==> src/logic/iesc_consts.svh <==
// Constants of the interrupt enable-set and tick calibration register block.
// Assumes inclusion by bare name from the package and the design modules.
`ifndef IESC_CONSTS_SVH
`define IESC_CONSTS_SVH

// =====================================================================
// Register offsets (byte addresses within the block)
`define IESC_OFS_CALIB        12'h010
`define IESC_OFS_ENABLE_SET   12'h100
`define IESC_ADDR_W           12

// =====================================================================
// Calibration word fields
`define IESC_CAL_NO_REF_CLOCK_FLAG_BIT    31
`define IESC_CAL_INEXACT_BIT  30
`define IESC_CAL_RSVD_HI      29
`define IESC_CAL_RSVD_LO      24
`define IESC_CAL_COUNT_HI     23
`define IESC_CAL_COUNT_LO     0
`define IESC_CAL_COUNT_RST    24'h0009c4
`define IESC_CAL_NO_REF_CLOCK_FLAG_RST    1'h0
`define IESC_CAL_INEXACT_RST  1'h0

// =====================================================================
// Enable register
`define IESC_ENABLE_RST       32'h0000_0000
`define IESC_NUM_IRQ          32

`endif

==> src/logic/iesc_pkg.sv <==
// Types shared by the enable-set and calibration register block.
// Assumes the constants header is on the include path.
`include "iesc_consts.svh"

package iesc_pkg;

	// =================================================================
	// Captured AHB-Lite address phase
	typedef struct packed {
		logic                      valid;
		logic                      wr;
		logic [`IESC_ADDR_W-1:0]   addr;
	} iesc_aphase_t;

	// =================================================================
	// Calibration word layout
	typedef struct packed {
		logic        no_ref_clock_flag;
		logic        calib_inexact_flag;
		logic [5:0]  rsvd;
		logic [23:0] calibration_count;
	} iesc_calib_t;

endpackage

==> src/logic/iesc_enable_bit.sv <==
// One interrupt enable flip-flop with set and clear terms.
// Assumes set and clear come from logic on the same clock.
`timescale 1ns/1ps
`include "iesc_consts.svh"

module iesc_enable_bit (
	// Clock and reset
	input  wire logic clk_sys,
	input  wire logic reset_n,
	// Control
	input  wire logic set_en,
	input  wire logic clr_en,
	// State
	output logic      en_nxt,
	output logic      en_r
);

	// =================================================================
	// Next state: set wins over clear, zero write keeps state
	always_comb begin
		en_nxt = (en_r & ~clr_en) | set_en;
	end

	// =================================================================
	// Register
	always_ff @(posedge clk_sys or negedge reset_n) begin
		if (!reset_n) begin
			en_r <= 1'h0;
		end else begin
			en_r <= en_nxt;
		end
	end

endmodule

==> src/logic/iesc_regs.sv <==
// AHB-Lite register block: tick calibration word and interrupt set-enable.
// Assumes one AHB-Lite master, single word transfers, clear requests from
// a neighbouring block on the same clock.
`timescale 1ns/1ps
`include "iesc_consts.svh"

module iesc_regs #(
	parameter int          NUM_IRQ     = `IESC_NUM_IRQ,
	parameter logic        NO_REF      = `IESC_CAL_NO_REF_CLOCK_FLAG_RST,
	parameter logic        INEXACT     = `IESC_CAL_INEXACT_RST,
	parameter logic [23:0] CALIB_COUNT = `IESC_CAL_COUNT_RST
) (
	// Clock and reset
	input  wire logic        clk_sys,
	input  wire logic        reset_n,
	// AHB-Lite slave
	input  wire logic        hsel,
	input  wire logic [31:0] haddr,
	input  wire logic [1:0]  htrans,
	input  wire logic        hwrite,
	input  wire logic [2:0]  hsize,
	input  wire logic [31:0] hwdata,
	input  wire logic        hready,
	output logic             hreadyout,
	output logic             hresp,
	output logic [31:0]      hrdata,
	// Interrupt enables
	input  wire logic [31:0] irq_enable_clear,
	output logic [31:0]      irq_enable_set_bits
);

	// =================================================================
	// Signals
	iesc_pkg::iesc_aphase_t aph_r;
	iesc_pkg::iesc_aphase_t aph_nxt;
	iesc_pkg::iesc_calib_t  calib_word;
	logic [31:0]            hrdata_r;
	logic [31:0]            hrdata_nxt;
	logic [31:0]            en_nxt;
	logic [31:0]            en_r;
	logic [31:0]            set_vec;
	logic                   wr_en_phase;
	logic                   aph_take;

	// =================================================================
	// Fixed calibration word
	always_comb begin
		calib_word.no_ref_clock_flag  = NO_REF;
		calib_word.calib_inexact_flag = INEXACT;
		calib_word.rsvd               = 6'h00;
		calib_word.calibration_count  = CALIB_COUNT;
	end

	// =================================================================
	// Address phase capture
	always_comb begin
		aph_take      = hsel & htrans[1] & hready;
		aph_nxt       = aph_r;
		aph_nxt.valid = 1'h0;
		if (hready) begin
			aph_nxt.valid = aph_take;
			aph_nxt.wr    = hwrite;
			aph_nxt.addr  = haddr[`IESC_ADDR_W-1:0];
		end
	end

	always_ff @(posedge clk_sys or negedge reset_n) begin
		if (!reset_n) begin
			aph_r <= '0;
		end else begin
			aph_r <= aph_nxt;
		end
	end

	// =================================================================
	// Set-enable bits, one flop per interrupt
	always_comb begin
		wr_en_phase = aph_r.valid & aph_r.wr &
			(aph_r.addr == `IESC_OFS_ENABLE_SET);
		set_vec     = wr_en_phase ? hwdata : 32'h0000_0000;
	end

	genvar gi;
	generate
		for (gi = 0; gi < NUM_IRQ; gi++) begin : g_en
			// Bit gi of the word drives interrupt gi
			iesc_enable_bit u_bit (
				.clk_sys (clk_sys),
				.reset_n (reset_n),
				.set_en  (set_vec[gi]),
				.clr_en  (irq_enable_clear[gi]),
				.en_nxt  (en_nxt[gi]),
				.en_r    (en_r[gi])
			);
		end
		for (gi = NUM_IRQ; gi < 32; gi++) begin : g_unused
			assign en_nxt[gi] = 1'h0;
			assign en_r[gi]   = 1'h0;
		end
	endgenerate

	assign irq_enable_set_bits = en_r;

	// =================================================================
	// Read data, forwarded from next enable state
	always_comb begin
		hrdata_nxt = 32'h0000_0000;
		if (aph_take && !hwrite) begin
			unique case (haddr[`IESC_ADDR_W-1:0])
				`IESC_OFS_CALIB: begin
					hrdata_nxt = calib_word;
				end
				`IESC_OFS_ENABLE_SET: begin
					hrdata_nxt = en_nxt;
				end
				default: begin
					hrdata_nxt = 32'h0000_0000;
				end
			endcase
		end
	end

	always_ff @(posedge clk_sys or negedge reset_n) begin
		if (!reset_n) begin
			hrdata_r <= 32'h0000_0000;
		end else begin
			hrdata_r <= hrdata_nxt;
		end
	end

	assign hrdata    = hrdata_r;
	assign hreadyout = 1'h1;
	assign hresp     = 1'h0;
endmodule

==> config.mk <==
export PLATFORM = sky130hd
export DESIGN_NAME = iesc_regs
export DESIGN_NICKNAME = d
export VERILOG_FILES = /design/src/logic/iesc_pkg.sv /design/src/logic/iesc_enable_bit.sv /design/src/logic/iesc_regs.sv
export VERILOG_INCLUDE_DIRS = /design/src /design/src/logic
export SDC_FILE = /design/constraint.sdc
export NUM_CORES = 1
export LEC_CHECK = 0
export BUFFER_PORTS_ARGS = -buffer_cell sky130_fd_sc_hd__buf_2
export CORE_ASPECT_RATIO = 1.2
export CORE_MARGIN = 10
export CORE_UTILIZATION = 45
export CTS_CLUSTER_DIAMETER = 30
export CTS_CLUSTER_SIZE = 12
export DETAILED_ROUTE_END_ITERATION = 10
export PLACE_DENSITY = 0.86
export REMOVE_ABC_BUFFERS = 1
export SETUP_SLACK_MARGIN = 0.2
export SLEW_MARGIN = 20
export SYNTH_ARGS = -nofsm -noshare
export SYNTH_HDL_FRONTEND = slang
export SYNTH_SLANG_ARGS = --single-unit
==> constraint.sdc <==
create_clock -name clk_sys -period 1.67 [get_ports clk_sys]
set_input_delay 0.2505 -clock clk_sys [delete_from_list [all_inputs] [get_ports clk_sys]]
set_output_delay 0.2505 -clock clk_sys [all_outputs]
set_load 0.05 [all_outputs]
==> flow_metrics.py, run 1 <==
metrics = {
    "run_status": {
        "outcome": "finished clean",
    },
    "cts": {
        "clk_pin_slew_ns": 0.08,
        "clock_latency_ns": 0.33,
        "cts_inserted_buffers": 9,
        "cts_buffer_depth": 2,
        "cts_tree": "done",
        "root_buffer": "clkbuf_8",
        "cts_max_level": 3,
        "cts_num_sinks": 78,
    },
    "drt": {
        "first_pass_iters": 4,
        "wl_um": 8350,
        "wire_per_inst_um": 17.0,
        "drt_iter0_drc": 47,
        "vias_per_cell": 4.67,
        "drc": 0,
        "routed-via-count": 2287,
        "ant_nets": 0,
    },
    "timing": {
        "rsz0062_at_grt": "true",
        "post-route-min-period_ns": 1.51,
        "post-route-period-util": 0.902,
        "setup_violations": 0,
        "slew_viol_final": 0,
        "fin_skew_ns": 0.00933,
        "max_freq_ghz": 0.664,
        "hold_viol": 0,
        "hold_slack_ns": 0.132,
    },
    "die": {
        "fp-row-count": 33,
        "die_h_um": 113,
        "ios": 172,
        "start_util": 0.468,
        "dieArea_um2": 11000,
        "core_area_um2": 6900,
        "dieWidth_um": 97.3,
    },
    "pwr": {
        "finalPower_mw": 3.63,
        "leakage_nw": 2.38,
        "p_per_area_nw_per_um2": 859,
        "ir_worst_vdd_v": 0.000534,
    },
    "setup_path": {
        "worst-path-max-fanout": 8,
        "crit_type": "flop to flop",
        "arrival_ns": 1.76,
        "crit_slowest_cell": "dfrtp_1",
        "max_stage_delay_ns": 0.39,
        "crit_required_ns": 1.93,
        "crit_family": "simple AND/OR/NAND/NOR gates",
        "crit_buf_inv": 1,
        "rrSetupSlack_ns": 0.16,
        "critPathLaunchType": "flop",
        "endpoint_kind": "flop",
        "worstPathCellList": "nor4_2, and4_4, clkbuf_16, nand2_2, a21oi_2",
    },
    "global_route": {
        "gr-usage-met2": 0.250,
        "grtUsageMet3": 0.0584,
        "grt_max_degree": 39,
        "grt_usage": 0.146,
        "top_usage_layer": "met2",
        "grt-ovfl-total": 0,
        "antenna_found_initial": 0,
        "grtUsageMet1": 0.163,
        "grt_pass1_vias": 2613,
        "grt_pass1_wl_um": 13100,
    },
    "place": {
        "place.gp.congestion": 0.819,
        "portBuffers": 145,
        "hpwlAfterDp_um": 6080,
    },
    "cells_and_area": {
        "final_cell_mix": "buf_2 (144), dfrtp_1 (78), nand2_1 (45)",
        "area_growth_pct": 31.0,
        "fin_nets": 505,
        "finish.utilization": 0.613,
        "antennaDiodeCount": 0,
        "drive_above_1_share": 0.576,
        "final_common_cell": "buf_2",
    },
    "yosys": {
        "synth_area_per_cell_um2": 11.7,
        "syn_inst": 276,
        "seq_area_frac_synth": 0.605,
        "async_reset_ff_frac": 1.00,
        "synth_edf_count": 0,
        "synthFlopType": "dfrtp_1",
        "synth_area_um2": 3230,
        "ys_ff_latch": 78,
        "yosysUniqueCellTypes": 24,
        "yosys_warnings": 0,
    },
    "job": {
        "maxCapViolations": 0,
    },
    "worst_hold_path": {
        "hp-class": "input pin to flop",
    },
}
cell usage after synthesis (3+ instances only):
library cell  number  area, µm²
buf_4             34        255
nor4_1             3       18.8
nand2_1           54        203
buf_6              3       33.8
buf_2              4       20.0
a21oi_2           27        236
inv_1              5       18.8
o21ai_2            3       26.3
mux2_2            13        146
a21oi_1            5       25.0
nor2b_1            6       37.5
dfrtp_1           78       1950
nand2b_1          27        169
logic make-up (layout without fill, tap and decap cells):
logic type,Yosys count,count (layout),synth area share
AOI/OAI and AO/OA,37,37,0.0922
buffers and inverters,48,175,0.104
DFF,78,78,0.605
muxes,13,13,0.0453
other,2,2,0.00233
and+or+nand+nor,98,98,0.152
per-stage QoR:
stage               TNS (ns)  setup slack (ns)  instance area (µm²)  cells
floorplan              -5.60            -0.191                 2910    233
finish                     0             0.164                 4230    490
global route               0             0.106                 4230    490
global placement       -1.49           -0.0732                 3830    472
CTS                        0             0.131                 4080    489
detailed placement     -3.56            -0.155                 3830    472
registers in the layout, summed over array words and instances (netlist names):
| register | cells |
|---|---|
| aph_r | 14 |
| g_en.u_bit.en_r | 32 |
| hrdata | 32 |
where the power goes:
part / switching, mW / internal [mW] / total, mW / leakage (nW)
logic: 0.102 / 0.121 / 0.223 / 1.22
registers: 0.0215 / 1.92 / 1.94 / 1.06
clock network: 0.637 / 0.833 / 1.47 / 0.0994
what timing repair did:
action / 4_1_cts / 5_1_grt
endpoints found under the hold margin: 13 / 0
gates resized for setup: 5 / 28
pin swaps: 2 / 16
buffers inserted: 0 / 0
hold buffers: 1 / 0
setup endpoints to repair: 31 / 56
gates cloned: 1 / 1
per-layer routing:
metal / vias to the layer above / part of all wire
met4: 0 / 0.0095
met3: 7 / 0.077
met2: 83 / 0.52
met1: 1097 / 0.40
met5: - / 0
li1: 1100 / -
path summary, 6_finish.rpt:
check / end / from / cells after the start
worst max-delay path: hrdata[13]$_DFF_PN0_ / aph_r[3]$_DFFE_PN0P_ / 5
worst min-delay path: g_en[13].u_bit.en_r$_DFF_PN0_ / hwdata[13] / 3
worst max register to register: hrdata[13]$_DFF_PN0_ / aph_r[3]$_DFFE_PN0P_ / 5
worst min register to register: aph_r[12]$_DFFE_PN0P_ / aph_r[12]$_DFFE_PN0P_ / 1
max in group asynchronous: hrdata[31]$_DFF_PN0_ / reset_n / 3
min in group asynchronous: hrdata[14]$_DFF_PN0_ / reset_n / 2
worst min-delay path: stages:
cell	delay, ns
buf_2	0.08
nand2_2	0.05
nand2_1	0.05
final cells by class:
class / count / area [µm²]
clock buffers: 11 / 131
clock inverters: 4 / 72.6
fillers: 566 / 2670
inverters: 5 / 18.8
multi-input cells: 150 / 1070
flip-flops and latches: 78 / 1950
well taps: 87 / 109
repair buffers: 155 / 872
(Power assumes the default switching activity.)
==> run 2, diff against run 1 <==
Settings changed: MAX_ROUTING_LAYER set to met4.
==> flow_metrics.py, run 2 (synthesis gave the netlist of run 1 again) <==
metrics = {
    "run_status": {
        "outcome": "finished clean",
    },
    "drt": {
        "ant_nets": 0,
        "vias_per_cell": 4.66,
        "wl_um": 8320,
        "wire_per_inst_um": 17.0,
        "drc": 0,
        "first_pass_iters": 4,
        "routed-via-count": 2281,
        "drt_iter0_drc": 55,
    },
    "cts": {
        "cts_buffer_depth": 2,
        "cts_tree": "done",
        "clk_pin_slew_ns": 0.08,
        "cts_num_sinks": 78,
        "clock_latency_ns": 0.33,
        "root_buffer": "clkbuf_8",
        "cts_max_level": 3,
        "cts_inserted_buffers": 9,
    },
    "setup_path": {
        "crit_family": "simple AND/OR/NAND/NOR gates",
        "crit_buf_inv": 1,
        "rr_startpoint": "aph_r[3]$_DFFE_PN0P_",
        "worstPathCellList": "nor4_2, and4_4, clkbuf_16, nand2_2, a21oi_2",
        "arrival_ns": 1.77,
        "critPathLaunch": "aph_r[3]$_DFFE_PN0P_",
        "endpoint_kind": "flop",
        "crit_type": "flop to flop",
        "worst-path-max-fanout": 8,
        "crit_required_ns": 1.93,
        "crit_slowest_cell": "dfrtp_1",
        "max_stage_delay_ns": 0.39,
        "critPathLaunchType": "flop",
    },
    "timing": {
        "post-route-min-period_ns": 1.51,
        "slew_viol_final": 0,
        "setup_violations": 0,
        "hold_slack_ns": 0.132,
        "max_freq_ghz": 0.664,
        "hold_viol": 0,
        "fin_skew_ns": 0.00986,
        "setup_tns_ns": 0,
        "rsz0062_at_grt": "true",
        "post-route-period-util": 0.902,
    },
    "pwr": {
        "p_per_area_nw_per_um2": 861,
        "intPower_mw": 2.87,
        "pwr-share-comb": 0.061,
        "leakage_nw": 2.38,
        "p_sw_frac": 0.211,
        "clkPwrFrac": 0.406,
        "switchingPower_uw": 767,
        "pwr-share-seq": 0.533,
        "ir_worst_vdd_v": 0.000534,
    },
    "cells_and_area": {
        "final_common_cell": "buf_2",
        "area_growth_pct": 31.0,
        "fin_nets": 505,
        "antennaDiodeCount": 0,
        "instances_no_fill": 490,
        "drive_above_1_share": 0.576,
        "final_cell_mix": "buf_2 (144), dfrtp_1 (78), nand2_1 (45)",
        "finish.utilization": 0.613,
    },
    "worst_hold_path": {
        "hp-class": "input pin to flop",
        "holdCritStartpoint": "hwdata[13]",
    },
    "die": {
        "core_area_um2": 6900,
        "die_h_um": 113,
        "dieArea_um2": 11000,
        "dieWidth_um": 97.3,
        "start_util": 0.468,
        "fp-row-count": 33,
        "ios": 172,
    },
    "global_route": {
        "grt_usage": 0.151,
        "grt_max_degree": 39,
        "grt_pass1_vias": 2606,
        "grt-ovfl-total": 0,
        "antenna_found_initial": 0,
        "grt_pass1_wl_um": 13100,
    },
    "place": {
        "place.gp.congestion": 0.831,
        "portBuffers": 145,
        "dpl.cell_count": 472,
        "hpwlAfterDp_um": 6080,
    },
    "job": {
        "maxCapViolations": 0,
    },
}
==> run 2: cell counts in the layout (fill, tap and decap cells not counted) <==
No cell type changed its count.
==> run 2: final timing paths <==
kind / slack [ns] / to / cells after the start
worst max-delay path: 0.16 / hrdata[13]$_DFF_PN0_ / 5
worst min-delay path: 0.13 / g_en[13].u_bit.en_r$_DFF_PN0_ / 3
worst max register to register: 0.16 / hrdata[13]$_DFF_PN0_ / 5
worst min register to register: 0.51 / aph_r[12]$_DFFE_PN0P_ / 1
max in group asynchronous: 0.77 / hrdata[31]$_DFF_PN0_ / 3
min in group asynchronous: 0.31 / hrdata[14]$_DFF_PN0_ / 2
==> run 2: final cells by class <==
| cell class | instances | area, µm² |
|---|---|---|
| Sequential cell | 78 | 1950 |
| Fill cell | 566 | 2670 |
| Tap cell | 87 | 109 |
| Clock inverter | 4 | 72.6 |
| Clock buffer | 11 | 131 |
| Inverter | 5 | 18.8 |
| Multi-Input combinational cell | 150 | 1070 |
| Timing Repair Buffer | 155 | 872 |
==> run 2: worst register-to-register path: stages (launching register included) <==
cell and delay, ns:
dfrtp_1 0.39, nor4_2 0.29, and4_4 0.34, clkbuf_16 0.22, nand2_2 0.08, a21oi_2 0.11
==> run 2: per-stage QoR <==
step           total power [mW]  instance area [µm²]  setup slack (ns)
4_1_cts                    3.66                 4080             0.131
3_5_place_dp               2.18                 3830            -0.155
2_1_floorplan              2.03                 2910            -0.191
6_report                   3.64                 4230             0.163
3_3_place_gp               2.17                 3830           -0.0732
5_1_grt                    3.80                 4230             0.104
==> run 2: power groups by stage <==
| stage | combinational, mW | sequential (mW) | clock, mW |
|---|---|---|---|
| 4_1_cts | 0.215 | 1.94 | 1.51 |
| 3_5_place_dp | 0.210 | 1.97 | 0 |
| 2_1_floorplan | 0.0597 | 1.97 | 0 |
| 3_3_place_gp | 0.203 | 1.97 | 0 |
| 6_report | 0.223 | 1.94 | 1.48 |
| 5_1_grt | 0.249 | 1.94 | 1.60 |
==> run 2: what timing repair did <==
item	CTS	global route
gates cloned	1	1
hold buffers	1	0
buffers inserted	0	0
pin swaps	2	16
endpoints found under the setup margin	31	58
endpoints found under the hold margin	13	0
gates resized for setup	5	28
==> run 2: metal layers <==
metal	routed length, µm	track usage	up-vias
met5	0	-	-
met4	77	0.0495	0
met3	508	0.0444	7
met2	4320	0.249	84
met1	3410	0.173	1089
li1	-	-	1101
